File: config.mk
export PLATFORM = sky130hd
export DESIGN_NAME = xcvr_dir_ctrl
export DESIGN_NICKNAME = d
export VERILOG_FILES = /design/src/rtl/diff_line_out.v /design/src/rtl/xcvr_dir_ctrl.v
export VERILOG_INCLUDE_DIRS = /design/src /design/src/rtl
export SDC_FILE = /design/constraint.sdc
export NUM_CORES = 1
export LEC_CHECK = 0
export CAP_MARGIN = 20
export CELL_PAD_IN_SITES_DETAIL_PLACEMENT = 0
export CELL_PAD_IN_SITES_GLOBAL_PLACEMENT = 1
export CORE_UTILIZATION = 41
export CTS_BUF_LIST = sky130_fd_sc_hd__clkbuf_8
export DETAILED_ROUTE_END_ITERATION = 16
export DONT_BUFFER_PORTS = 1
export HOLD_SLACK_MARGIN = 0.05
export PLACE_DENSITY_LB_ADDON = 0.1
export SLEW_MARGIN = 20
export SYNTH_ARGS = -nofsm -noshare
export SYNTH_HDL_FRONTEND = slang
export SYNTH_SLANG_ARGS = --single-unit
File: constraint.sdc
create_clock -name clk_in -period 1.2 [get_ports clk_in]
set_clock_uncertainty 0.15 [all_clocks]
set_input_delay 0.12 -clock clk_in [delete_from_list [all_inputs] [get_ports clk_in]]
set_output_delay 0.12 -clock clk_in [all_outputs]
set_load 0.01 [all_outputs]
File: src/rtl/xcvr_dir_defs.vh
// Constants for the transceiver direction control block
`ifndef XCVR_DIR_DEFS_VH
`define XCVR_DIR_DEFS_VH

// ==========================================
// Mode selection codes
`define MODE_W 8
`define MODE_FOUR_WIRE 8'h80
`define MODE_DTR_ECHO 8'h81
`define MODE_DTR_CTRL 8'h82
`define MODE_AUTO_TX 8'h83
`define MODE_RESET `MODE_FOUR_WIRE

// ==========================================
// Internal mode index
`define IDX_FOUR 2'h0
`define IDX_ECHO 2'h1
`define IDX_CTRL 2'h2
`define IDX_AUTO 2'h3

`endif

File: src/rtl/diff_line_out.v
// Differential pair driver for the serial line
`timescale 1ns/10ps

module diff_line_out (
    // Clock and reset
    input wire clk_in,
    input wire rstn_in,
    input wire ce_in,
    // Data and enable
    input wire bit_in,
    input wire en_in,
    // Pair
    output reg wire_a_out,
    output reg wire_b_out,
    output reg pair_oe_out
);

// ==========================================
// Registered pair, idle drives a one
always @(posedge clk_in) begin
    if (!rstn_in) begin
        wire_a_out <= 1'b1;
        wire_b_out <= 1'b0;
        pair_oe_out <= 1'b0;
    end else if (ce_in) begin
        wire_a_out <= bit_in;
        wire_b_out <= ~bit_in;
        pair_oe_out <= en_in;
    end
end

endmodule // diff_line_out

File: src/rtl/xcvr_dir_ctrl.v
// Transceiver direction control for a differential serial port
// Contract
// Exactly four modes: four-wire, DTR echo, DTR controlled, auto transmit-ready.
// Four-wire mode keeps driver and receiver always enabled.
// Default mode after reset is four-wire.
// DTR modes: driver off while DTR asserted, on while deasserted.
// DTR echo mode keeps receiver always enabled, own bytes echo back.
// Software clears DTR before sending, sets it after last bit leaves.
// DTR controlled mode disables receiver whenever driver is enabled.
// DTR controlled mode enables receiver exactly when DTR asserted.
// Auto mode: driver on while transmit-ready asserted, receiver otherwise.
// Auto mode enables driver per byte without software action.
// Auto mode disables receiver whenever driver is enabled.
// DTR and transmit-ready are active low.
// Stored mode is applied to the enables when the port opens.
// Codes 128, 129, 130, 131 select the four modes.
// Logic one drives wire A above B, zero drives A below B.
// Mode changes take effect only between characters.
`timescale 1ns/10ps
`include "xcvr_dir_defs.vh"

module xcvr_dir_ctrl (
    // Clock, reset, enable
    input wire clk_in,
    input wire rstn_in,
    input wire ce_in,
    // Configuration
    input wire [`MODE_W-1:0] mode_code_in,
    input wire mode_wr_in,
    input wire port_open_in,
    // UART side
    input wire dtr_n_in,
    input wire transmit_slot_ready_n_in,
    input wire tx_busy_in,
    input wire txd_in,
    // Line receiver
    input wire rx_line_in,
    // Status
    output reg [`MODE_W-1:0] mode_stored_out,
    output reg [1:0] mode_active_out,
    output reg mode_code_err_out,
    // Line side
    output reg drv_en_out,
    output reg rcv_en_out,
    output reg rxd_out,
    output wire line_a_out,
    output wire line_b_out,
    output wire line_oe_out
);

// ==========================================
// Code decode, used for write check and apply
function [2:0] decode_mode;
    input [`MODE_W-1:0] code;
    begin
        case (code)
            `MODE_FOUR_WIRE: decode_mode = {1'b1, `IDX_FOUR};
            `MODE_DTR_ECHO: decode_mode = {1'b1, `IDX_ECHO};
            `MODE_DTR_CTRL: decode_mode = {1'b1, `IDX_CTRL};
            `MODE_AUTO_TX: decode_mode = {1'b1, `IDX_AUTO};
            default: decode_mode = {1'b0, `IDX_FOUR};
        endcase
    end
endfunction

// ==========================================
// Apply control states
localparam APPLY_IDLE = 1'b0;
localparam APPLY_WAIT = 1'b1;

reg open_q;
reg apply_q;
reg apply_d;
reg apply_now;
wire [2:0] wr_dec;
wire [2:0] st_dec;
wire open_rise;
wire idle;
wire dtr_asserted;
wire slot_asserted;

assign wr_dec = decode_mode(mode_code_in);
assign st_dec = decode_mode(mode_stored_out);
assign open_rise = port_open_in & ~open_q;
// Stalling the switch while a character is out avoids a truncated byte
assign idle = ~tx_busy_in;
assign dtr_asserted = ~dtr_n_in;
assign slot_asserted = ~transmit_slot_ready_n_in;

// ==========================================
// Port open edge
always @(posedge clk_in) begin
    if (!rstn_in) begin
        open_q <= 1'b0;
    end else if (ce_in) begin
        open_q <= port_open_in;
    end
end

// ==========================================
// Apply sequencing, an open seen mid-character waits for idle
always @* begin
    apply_d = apply_q;
    apply_now = 1'b0;
    case (apply_q)
        APPLY_IDLE: begin
            if (open_rise) begin
                if (idle) begin
                    apply_now = 1'b1;
                end else begin
                    apply_d = APPLY_WAIT;
                end
            end
        end
        APPLY_WAIT: begin
            if (idle) begin
                apply_now = 1'b1; // see
                apply_d = APPLY_IDLE;
            end
        end
        default: begin
            apply_d = APPLY_IDLE;
        end
    endcase
end

always @(posedge clk_in) begin
    if (!rstn_in) begin
        apply_q <= APPLY_IDLE;
    end else if (ce_in) begin
        apply_q <= apply_d;
    end
end

// ==========================================
// Stored selection, invalid codes are refused and the old mode stays
always @(posedge clk_in) begin
    if (!rstn_in) begin
        mode_stored_out <= `MODE_RESET;
        mode_code_err_out <= 1'b0;
    end else if (ce_in) begin
        if (mode_wr_in) begin
            mode_code_err_out <= ~wr_dec[2];
            if (wr_dec[2]) begin
                mode_stored_out <= mode_code_in;
            end
        end
    end
end

// ==========================================
// Applied mode
always @(posedge clk_in) begin
    if (!rstn_in) begin
        mode_active_out <= `IDX_FOUR;
    end else if (ce_in) begin
        if (apply_now) begin
            mode_active_out <= st_dec[1:0];
        end
    end
end

// ==========================================
// Enable selection per mode
reg drv_en_d;
reg rcv_en_d;
always @* begin
    drv_en_d = 1'b1;
    rcv_en_d = 1'b1;
    case (mode_active_out)
        `IDX_FOUR: begin
            drv_en_d = 1'b1;
            rcv_en_d = 1'b1;
        end
        `IDX_ECHO: begin
            drv_en_d = ~dtr_asserted; // see
            rcv_en_d = 1'b1;
        end
        `IDX_CTRL: begin
            drv_en_d = ~dtr_asserted;
            rcv_en_d = dtr_asserted; // see
        end
        `IDX_AUTO: begin
            drv_en_d = slot_asserted; // see
            rcv_en_d = ~slot_asserted; // see
        end
        default: begin
            drv_en_d = 1'b1;
            rcv_en_d = 1'b1;
        end
    endcase
end

always @(posedge clk_in) begin
    if (!rstn_in) begin
        drv_en_out <= 1'b0;
        rcv_en_out <= 1'b0;
    end else if (ce_in) begin
        drv_en_out <= drv_en_d;
        rcv_en_out <= rcv_en_d;
    end
end

// ==========================================
// Received data
always @(posedge clk_in) begin
    if (!rstn_in) begin
        rxd_out <= 1'b1;
    end else if (ce_in) begin
        // Masked receiver reads as idle mark, so own bytes never come back in muted modes
        rxd_out <= rcv_en_d ? rx_line_in : 1'b1; // see
    end
end

// ==========================================
// Differential pair
diff_line_out u_pair (
    .clk_in(clk_in),
    .rstn_in(rstn_in),
    .ce_in(ce_in),
    .bit_in(txd_in),
    .en_in(drv_en_d),
    .wire_a_out(line_a_out),
    .wire_b_out(line_b_out),
    .pair_oe_out(line_oe_out)
);

endmodule // xcvr_dir_ctrl

==> results of run 1 <==
==> stage by stage <==
stage / utilization / cell area (µm²)
CTS: 0.553 / 945
global placement: 0.493 / 842
detailed placement: 0.493 / 842
global route: 0.571 / 975
floorplan: - / 761
finish: 0.571 / 975
==> cells by family after synthesis <==
kind of cell,count (synthesis),synth area share
flops,18,0.485
simple gates,29,0.242
fa+ha+maj,3,0.0505
compound gates,16,0.125
mux,4,0.0539
buf+inv,7,0.0438
==> Yosys cell counts (2+ instances only) <==
cell type                   n  share of area
sky130_fd_sc_hd__a21oi_1    7          0.047
sky130_fd_sc_hd__and2_1     5          0.042
sky130_fd_sc_hd__buf_2      2          0.013
sky130_fd_sc_hd__dfxtp_1   18           0.48
sky130_fd_sc_hd__ha_1       3          0.051
sky130_fd_sc_hd__inv_1      4          0.020
sky130_fd_sc_hd__mux2i_1    4          0.054
sky130_fd_sc_hd__nand2_1    4          0.020
sky130_fd_sc_hd__nand2b_1   4          0.034
sky130_fd_sc_hd__nand3_1    2          0.013
sky130_fd_sc_hd__nand4_1    2          0.017
sky130_fd_sc_hd__nor2b_1    4          0.034
sky130_fd_sc_hd__o21ai_0    4          0.027
sky130_fd_sc_hd__o21ai_1    2          0.013
==> layout make-up <==
cell class | count | area [µm²]
multi-input combinational | 52 | 395
clock buffer | 4 | 55.1
timing repair buffer | 13 | 108
fill | 153 | 733
tap | 25 | 31.3
sequential | 18 | 368
inverter | 4 | 17.5
==> final timing paths <==
path	endpoint	slack [ns]	depth (start not counted)
setup / recovery	rxd_out	0.01	5
hold / removal	u_pair.wire_a_out	-0.22	1
setup reg to reg	rxd_out	0.01	5
hold reg to reg	open_q	0.35	2
==> what timing repair did <==
| item | in CTS | in global routing |
|---|---|---|
| hold endpoints to repair | 12 | 12 |
| setup endpoints to repair | 2 | 5 |
| gates resized for setup | 3 | 6 |
| pin swaps | 1 | 3 |
| buffers inserted | 0 | 0 |
| cloned | 0 | 0 |
==> cells in the final DEF, fill, tap and decap left out, drive strengths merged, types with 3 or more instances in the layout <==
| cell type | count |
|---|---|
| buf | 9 |
| dfxtp | 18 |
| ha | 3 |
| nand2b | 4 |
| mux2i | 4 |
| nor2b | 4 |
| inv | 4 |
| o21ai | 6 |
| a21oi | 8 |
| nand2 | 4 |
| dlygate4sd3 | 4 |
| clkbuf | 4 |
| and2 | 5 |
==> flip-flops by register name, indices dropped and copies added (netlist names) <==
signal	count
u_pair.pair_oe_out	1
open_q	1
mode_code_err_out	1
apply_q	1
rcv_en_out	1
mode_stored_out	8
mode_active_out	2
u_pair.wire_b_out	1
u_pair.wire_a_out	1
rxd_out	1
==> power by group through the flow <==
stage          clock network (W)   logic, W  registers (W)
3_5_place_dp                   0  0.0000526       0.000640
4_1_cts                 0.000490  0.0000629       0.000624
5_1_grt                 0.000518  0.0000703       0.000625
2_1_floorplan                  0  0.0000494       0.000639
6_report                0.000477  0.0000639       0.000624
3_3_place_gp                   0  0.0000513       0.000639
==> routing by layer <==
layer	global-route usage	vias up	part of all wire
met3	0.0653	2	0.076
met2	0.229	21	0.49
met5	0	-	0
li1	-	299	-
met1	0.190	271	0.43
met4	0.0545	0	0.0074
==> worst max-delay path, cell delays in order, from the launching register on <==
cell and delay, ns:
sky130_fd_sc_hd__dfxtp_4 0.36, sky130_fd_sc_hd__inv_4 0.06, sky130_fd_sc_hd__ha_4 0.12, sky130_fd_sc_hd__mux2i_2 0.21, sky130_fd_sc_hd__a21oi_2 0.05, sky130_fd_sc_hd__o32a_1 0.14
==> results.ini, run 1 <==
[critical_path]
worst_setup_path_start_kind=flop
critPathKind=flop to flop
critPathMaxFanout=3
critical_path_required_ns=1.19
setup.worst_path.end_class=flop
worstSetupStartpoint=mode_active_out[0]
reg2reg_from=mode_active_out[0]
worstPathArrival_ns=1.18

[global_route]
grt_start_max_net_pins=16
grt_first_pass_wirelength_mm=2.18
overall_global_routing_usage=0.151
antenna_found_initial=0
number_of_global_route_vias_before_repair=551
grt_overflow=0

[placed_design]
dp_worst_setup_slack_ns=-0.0158
number_of_buffer_cells_added_on_primary_ports=0
globalplace.congestion=0.651
post-place-cells=108
hpwlAfterDp_mm=1.03

[clock_tree]
cts_htree_levels=1
clk-insertion-delay-late_ns=0.25
cts_buffer_depth=2
clock_sink_count=18
path_clk_slew_ns=0.07
root_buffer=sky130_fd_sc_hd__clkbuf_8
tritoncts=done
cts_inserted_buffers=3
postCtsHoldBufs=4

[layout]
antennaDiodeCount=0
nets=113
final_cell_count_no_fill=116
post_route_cells_drive_above_1_share=0.264
areaGrowthSynthToFinish_pct=31.1

[routing]
ant_nets=0
wire_per_inst_um=11.6
dr.first_iter.drc_count=3
drt-vias-per-instance=5.11
via_count=593
detail_route.wirelength_mm=1.34
drt_first_pass_iters=3
drc_markers=0

[die]
dieArea_um2=1990
ioPinCount=35
floorplan.die.height_um=44.6
rows=15
dieWidth_um=44.6
coreArea_um2=1710
starting_density_of_the_core=0.435

[pwr]
total_switching_power_w=0.000228
combPwrFrac=0.055
power.share.clock=0.410
seqPwrFrac=0.536
p_int_w=0.000936
power_switching_share=0.196
total_power_w=0.00116
power-per-cell-area_nw_per_um2=1200
total_leakage_power_nw=0.381
worst_vdd_drop_mv=0.786

[run_status]
violations=negative hold slack
run_status=finished, violations left

[synthesis]
number_of_warnings_printed_during_yosys_synthesis=0
seq_area_frac_synth=0.485
synth_edf_count=0
synth_instances=77
synthesis.nets=98
ys_async_sr_fraction=0
yosysUniqueCellTypes=26
post_synthesis_mean_instance_area_um2=9.65
yosys_most_used_dff=sky130_fd_sc_hd__dfxtp_1
synth-seq-cells=18
synth_area_um2=743

[timing]
finalWorstPathRequiredPeriod_ns=1.19
worst_relative_slew_slack=0.775
grt_setup_unrepaired=true
timing_hold_violations_final=12
setup_total_negative_slack_ns=0
setup_slack_ns=0.0111
ratio_of_final_minimum_period_to_clock_period=0.991
setup_viol=0
worst-slew-pin-transition_ns=0.335
timing.final.max_slew_violations=0
achievable_clock_frequency_ghz=0.841
timing.hold.ws_ns=-0.220

[worst_hold_path]
holdCritStartpoint=rstn_in
holdCritPathClass=input port to flop

[job]
cap_viol_max_count=0

Note: power is estimated with default switching activity, not from simulation.
==> run 2: changes to the inputs <==
PLACE_DENSITY_LB_ADDON = 0.05   (was 0.1)
==> results.ini, run 2 (synthesis results as in run 1) <==
[global_route]
overall_global_routing_usage=0.151
grt_start_max_net_pins=16
grt_overflow=0
antenna_found_initial=0
grt_first_pass_wirelength_mm=2.09
number_of_global_route_vias_before_repair=519

[die]
rows=15
starting_density_of_the_core=0.435
dieWidth_um=44.6
ioPinCount=35
floorplan.die.height_um=44.6
coreArea_um2=1710
dieArea_um2=1990

[pwr]
power-per-cell-area_nw_per_um2=1230
worst_vdd_drop_mv=0.810
total_leakage_power_nw=0.375

[timing]
setup_slack_ns=-0.000389
setup_viol=1
worst_relative_slew_slack=0.764
finalWorstPathRequiredPeriod_ns=1.20
worst-slew-pin-transition_ns=0.352
ratio_of_final_minimum_period_to_clock_period=1.00
timing.hold.ws_ns=-0.224
timing.final.max_slew_violations=0
setup_total_negative_slack_ns=-0.000389
grt_setup_unrepaired=true
achievable_clock_frequency_ghz=0.833
timing_hold_violations_final=12

[clock_tree]
postCtsHoldBufs=4
cts_htree_levels=1
root_buffer=sky130_fd_sc_hd__clkbuf_8
cts_buffer_depth=2
clk-insertion-delay-late_ns=0.25
clock_sink_count=18
postCtsSetupRepairBufs=0
cts_inserted_buffers=3
tritoncts=done
path_clk_slew_ns=0.07

[layout]
final_cell_mix=16 x sky130_fd_sc_hd__dfxtp_1, 9 x sky130_fd_sc_hd__buf_4, 6 x sky130_fd_sc_hd__a21oi_1
largest_reg_flops=8
post_route_cells_drive_above_1_share=0.253
nets=113
final_cell_count_no_fill=116
layout_top_registers=mode_stored_out (8), mode_active_out (2)
fillers=161
most_common_library_cell_in_the_layout_ignoring_fill_and_taps=sky130_fd_sc_hd__dfxtp_1
finalCoreUtilization=0.561
registers.top_by_ff_count=mode_stored_out
areaGrowthSynthToFinish_pct=29.0
antennaDiodeCount=0

[critical_path]
worstPathArrival_ns=1.19
critPathKind=flop to flop
setup.worst_path.end_class=flop
critical_path_required_ns=1.19
worst_setup_path_start_kind=flop
critPathMaxFanout=3

[placed_design]
dp_worst_setup_slack_ns=-0.0145
hpwlAfterDp_mm=1.05
globalplace.congestion=0.720
post-place-cells=108
number_of_buffer_cells_added_on_primary_ports=0

[routing]
dr.first_iter.drc_count=13
wire_per_inst_um=12.6
detail_route.wirelength_mm=1.46
drt_first_pass_iters=4
drc_markers=0
via_count=589
drt-vias-per-instance=5.08
ant_nets=0

[job]
cap_viol_max_count=0

[worst_hold_path]
holdCritPathClass=input port to flop

[run_status]
violations=negative hold slack, negative setup slack
run_status=finished, violations left

run 2: cell counts in the layout (fill, tap and decap cells not counted):
No cell type changed its count.
run 2: power by group:
group          internal, W  switching [W]  leakage, nW
combinational    0.0000351      0.0000276        0.197
clock             0.000291       0.000198       0.0288
sequential        0.000610      0.0000142        0.149
run 2: final cells by class:
type / instances / area [µm²] / area share
multi-input combinational: 52 / 379 / 0.396
sequential: 18 / 368 / 0.384
clock buffer: 4 / 55.1 / 0.0574
inverter: 4 / 17.5 / 0.0183
tap: 25 / 31.3 / 0.0326
timing repair buffer: 13 / 108 / 0.112
run 2: path summary, 6_finish.rpt:
kind	endpoint	from	depth (start not counted)	slack, ns
worst min register to register	open_q	open_q	2	0.35
worst max-delay path	rxd_out	mode_active_out[0]	5	-0.0004
worst min-delay path	u_pair.wire_a_out	rstn_in	1	-0.22
worst max register to register	rxd_out	mode_active_out[0]	5	-0.0004
run 2: what timing repair did:
action                     CTS  global route
gates resized for setup      3             3
setup endpoints to repair    1             4
hold endpoints to repair    12            12
pin swaps                    1             0
run 2: metrics by stage:
stage	area, µm²	total power, W
floorplan	761	0.000689
global placement	842	0.000691
detailed placement	842	0.000691
CTS	945	0.00119
global route	958	0.00122
finish	958	0.00118
run 2: layer usage:
metal	share of wire	wire length, µm	GRT usage
met4	0.014	21	0.109
met1	0.44	634	0.181
met5	0	0	0
met3	0.078	113	0.0490
met2	0.47	688	0.226
run 2: critical path, stage by stage (launching register included):
cell and delay (ns):
sky130_fd_sc_hd__dfxtp_4 0.36, sky130_fd_sc_hd__inv_4 0.06, sky130_fd_sc_hd__ha_4 0.13, sky130_fd_sc_hd__mux2i_2 0.20
sky130_fd_sc_hd__a21oi_2 0.05, sky130_fd_sc_hd__o32a_1 0.14
==> run 3: changes to the inputs <==
REMOVE_ABC_BUFFERS = 1   (was unset)
==> results.ini, run 3 (synthesis results as in run 1) <==
[clock_tree]
cts_buffer_depth=2
tritoncts=done
cts_inserted_buffers=3
postCtsHoldBufs=4
clock_sink_count=18
clk-insertion-delay-late_ns=0.25
root_buffer=sky130_fd_sc_hd__clkbuf_8
cts_htree_levels=1
path_clk_slew_ns=0.07

[critical_path]
critical_path_required_ns=1.19
critPathMaxFanout=3
critPathKind=flop to flop
worstPathArrival_ns=1.19
max_stage_delay_ns=0.33
setup.worst_path.end_class=flop
worstPathCellList=inv_2 -> ha_4 -> mux2i_2 -> a21oi_2 -> o32a_1
cp_slowest_cell=sky130_fd_sc_hd__dfxtp_2
worst_setup_path_start_kind=flop

[timing]
worst-slew-pin-transition_ns=0.366
timing.final.max_slew_violations=0
setup_slack_ns=-0.00330
worst_relative_slew_slack=0.754
setup_viol=1
timing.hold.ws_ns=-0.220
ratio_of_final_minimum_period_to_clock_period=1.00
finalWorstPathRequiredPeriod_ns=1.20
achievable_clock_frequency_ghz=0.831
grt_setup_unrepaired=true
timing_hold_violations_final=12

[global_route]
overall_global_routing_usage=0.163
number_of_global_route_vias_before_repair=570
antenna_found_initial=0
grt_first_pass_wirelength_mm=2.33
grt_overflow=0
grt_start_max_net_pins=16

[routing]
ant_nets=0
drt-vias-per-instance=5.09
drc_markers=0
drt_first_pass_iters=1
detail_route.wirelength_mm=1.46
via_count=585
wire_per_inst_um=12.7
dr.first_iter.drc_count=0

[layout]
finalInstanceArea_um2=963
registers.top_by_ff_count=mode_stored_out
largest_reg_flops=8
final_cell_mix=15 x sky130_fd_sc_hd__dfxtp_1, 8 x sky130_fd_sc_hd__buf_4, 6 x sky130_fd_sc_hd__a21oi_1
layout_top_registers=mode_stored_out (8), mode_active_out (2)
antennaDiodeCount=0
nets=112
most_common_library_cell_in_the_layout_ignoring_fill_and_taps=sky130_fd_sc_hd__dfxtp_1
areaGrowthSynthToFinish_pct=29.6
post_route_cells_drive_above_1_share=0.267

[die]
dieWidth_um=44.6
dieArea_um2=1990
floorplan.die.height_um=44.6
starting_density_of_the_core=0.435
ioPinCount=35
coreArea_um2=1710
rows=15

[job]
cap_viol_max_count=0

[pwr]
power-per-cell-area_nw_per_um2=1220
seqPwrFrac=0.534
total_switching_power_w=0.000233
worst_vdd_drop_mv=0.722
combPwrFrac=0.054
power_switching_share=0.199
total_leakage_power_nw=0.375
p_int_w=0.000939
power.share.clock=0.412

[placed_design]
number_of_buffer_cells_added_on_primary_ports=0
dp_worst_setup_slack_ns=-0.0907
globalplace.congestion=0.650
placement_stage_cell_area_um2=817
hpwlAfterDp_mm=1.03

[worst_hold_path]
holdCritPathClass=input port to flop

[run_status]
run_status=finished, violations left
violations=negative hold slack, negative setup slack

-- run 3: cell count changes in the layout (fill, tap and decap cells not counted), sizes merged --
cell | before | now
buf | 9 | 8
-- run 3: path summary, 6_finish.rpt --
kind | startpoint | to | slack [ns] | cells after the start
setup reg to reg | mode_active_out[0] | rxd_out | -0.003 | 5
hold / removal | rstn_in | u_pair.wire_a_out | -0.22 | 1
setup / recovery | mode_active_out[0] | rxd_out | -0.003 | 5
hold reg to reg | open_q | open_q | 0.35 | 2
-- run 3: cell type report --
type | instances | area [µm²]
fillers | 161 | 744
multi-input cells | 52 | 395
flip-flops and latches | 18 | 367
repair buffers | 12 | 100
clock buffers | 4 | 55.1
well taps | 25 | 31.3
inverters | 4 | 15.0
-- run 3: what timing repair did --
| action | CTS | global route |
|---|---|---|
| resized for setup | 6 | 8 |
| setup endpoints to repair | 3 | 5 |
| pin swaps | 2 | 2 |
| endpoints found under the hold margin | 12 | 12 |
| buffers inserted | 0 | 0 |
-- run 3: worst max-delay path: cells and delay by family (launching register included) --
kind | cells | cell delay [ns]
buffers and inverters | 1 | 0.08
DFF | 1 | 0.33
AOI/OAI and AO/OA | 2 | 0.20
muxes | 1 | 0.20
adders and majority gates | 1 | 0.13
-- run 3: per-layer routing --
layer  global-route usage  routed length, µm  up-vias
met5                    0                  0        -
met4               0.0727                 12        0
met3               0.0490                118        2
met2                0.279                692       22
met1                0.187                633      268
li1                     -                  -      293
-- run 3: stage by stage --
step,cells,power (W),util,TNS (ns)
2_1_floorplan,74,0.000680,-,-0.155
3_3_place_gp,107,0.000693,0.478,-0.0541
3_5_place_dp,107,0.000693,0.478,-0.175
4_1_cts,115,0.00119,0.547,0
5_1_grt,115,0.00123,0.564,-0.152
6_report,115,0.00117,0.564,-0.00330
-- run 3: power by group through the flow --
stage	sequential [W]	clock, W	combinational (W)
3_3_place_gp	0.000641	0	0.0000513
2_1_floorplan	0.000643	0	0.0000367
6_report	0.000626	0.000483	0.0000636
5_1_grt	0.000628	0.000536	0.0000711
3_5_place_dp	0.000642	0	0.0000518
4_1_cts	0.000628	0.000501	0.0000627
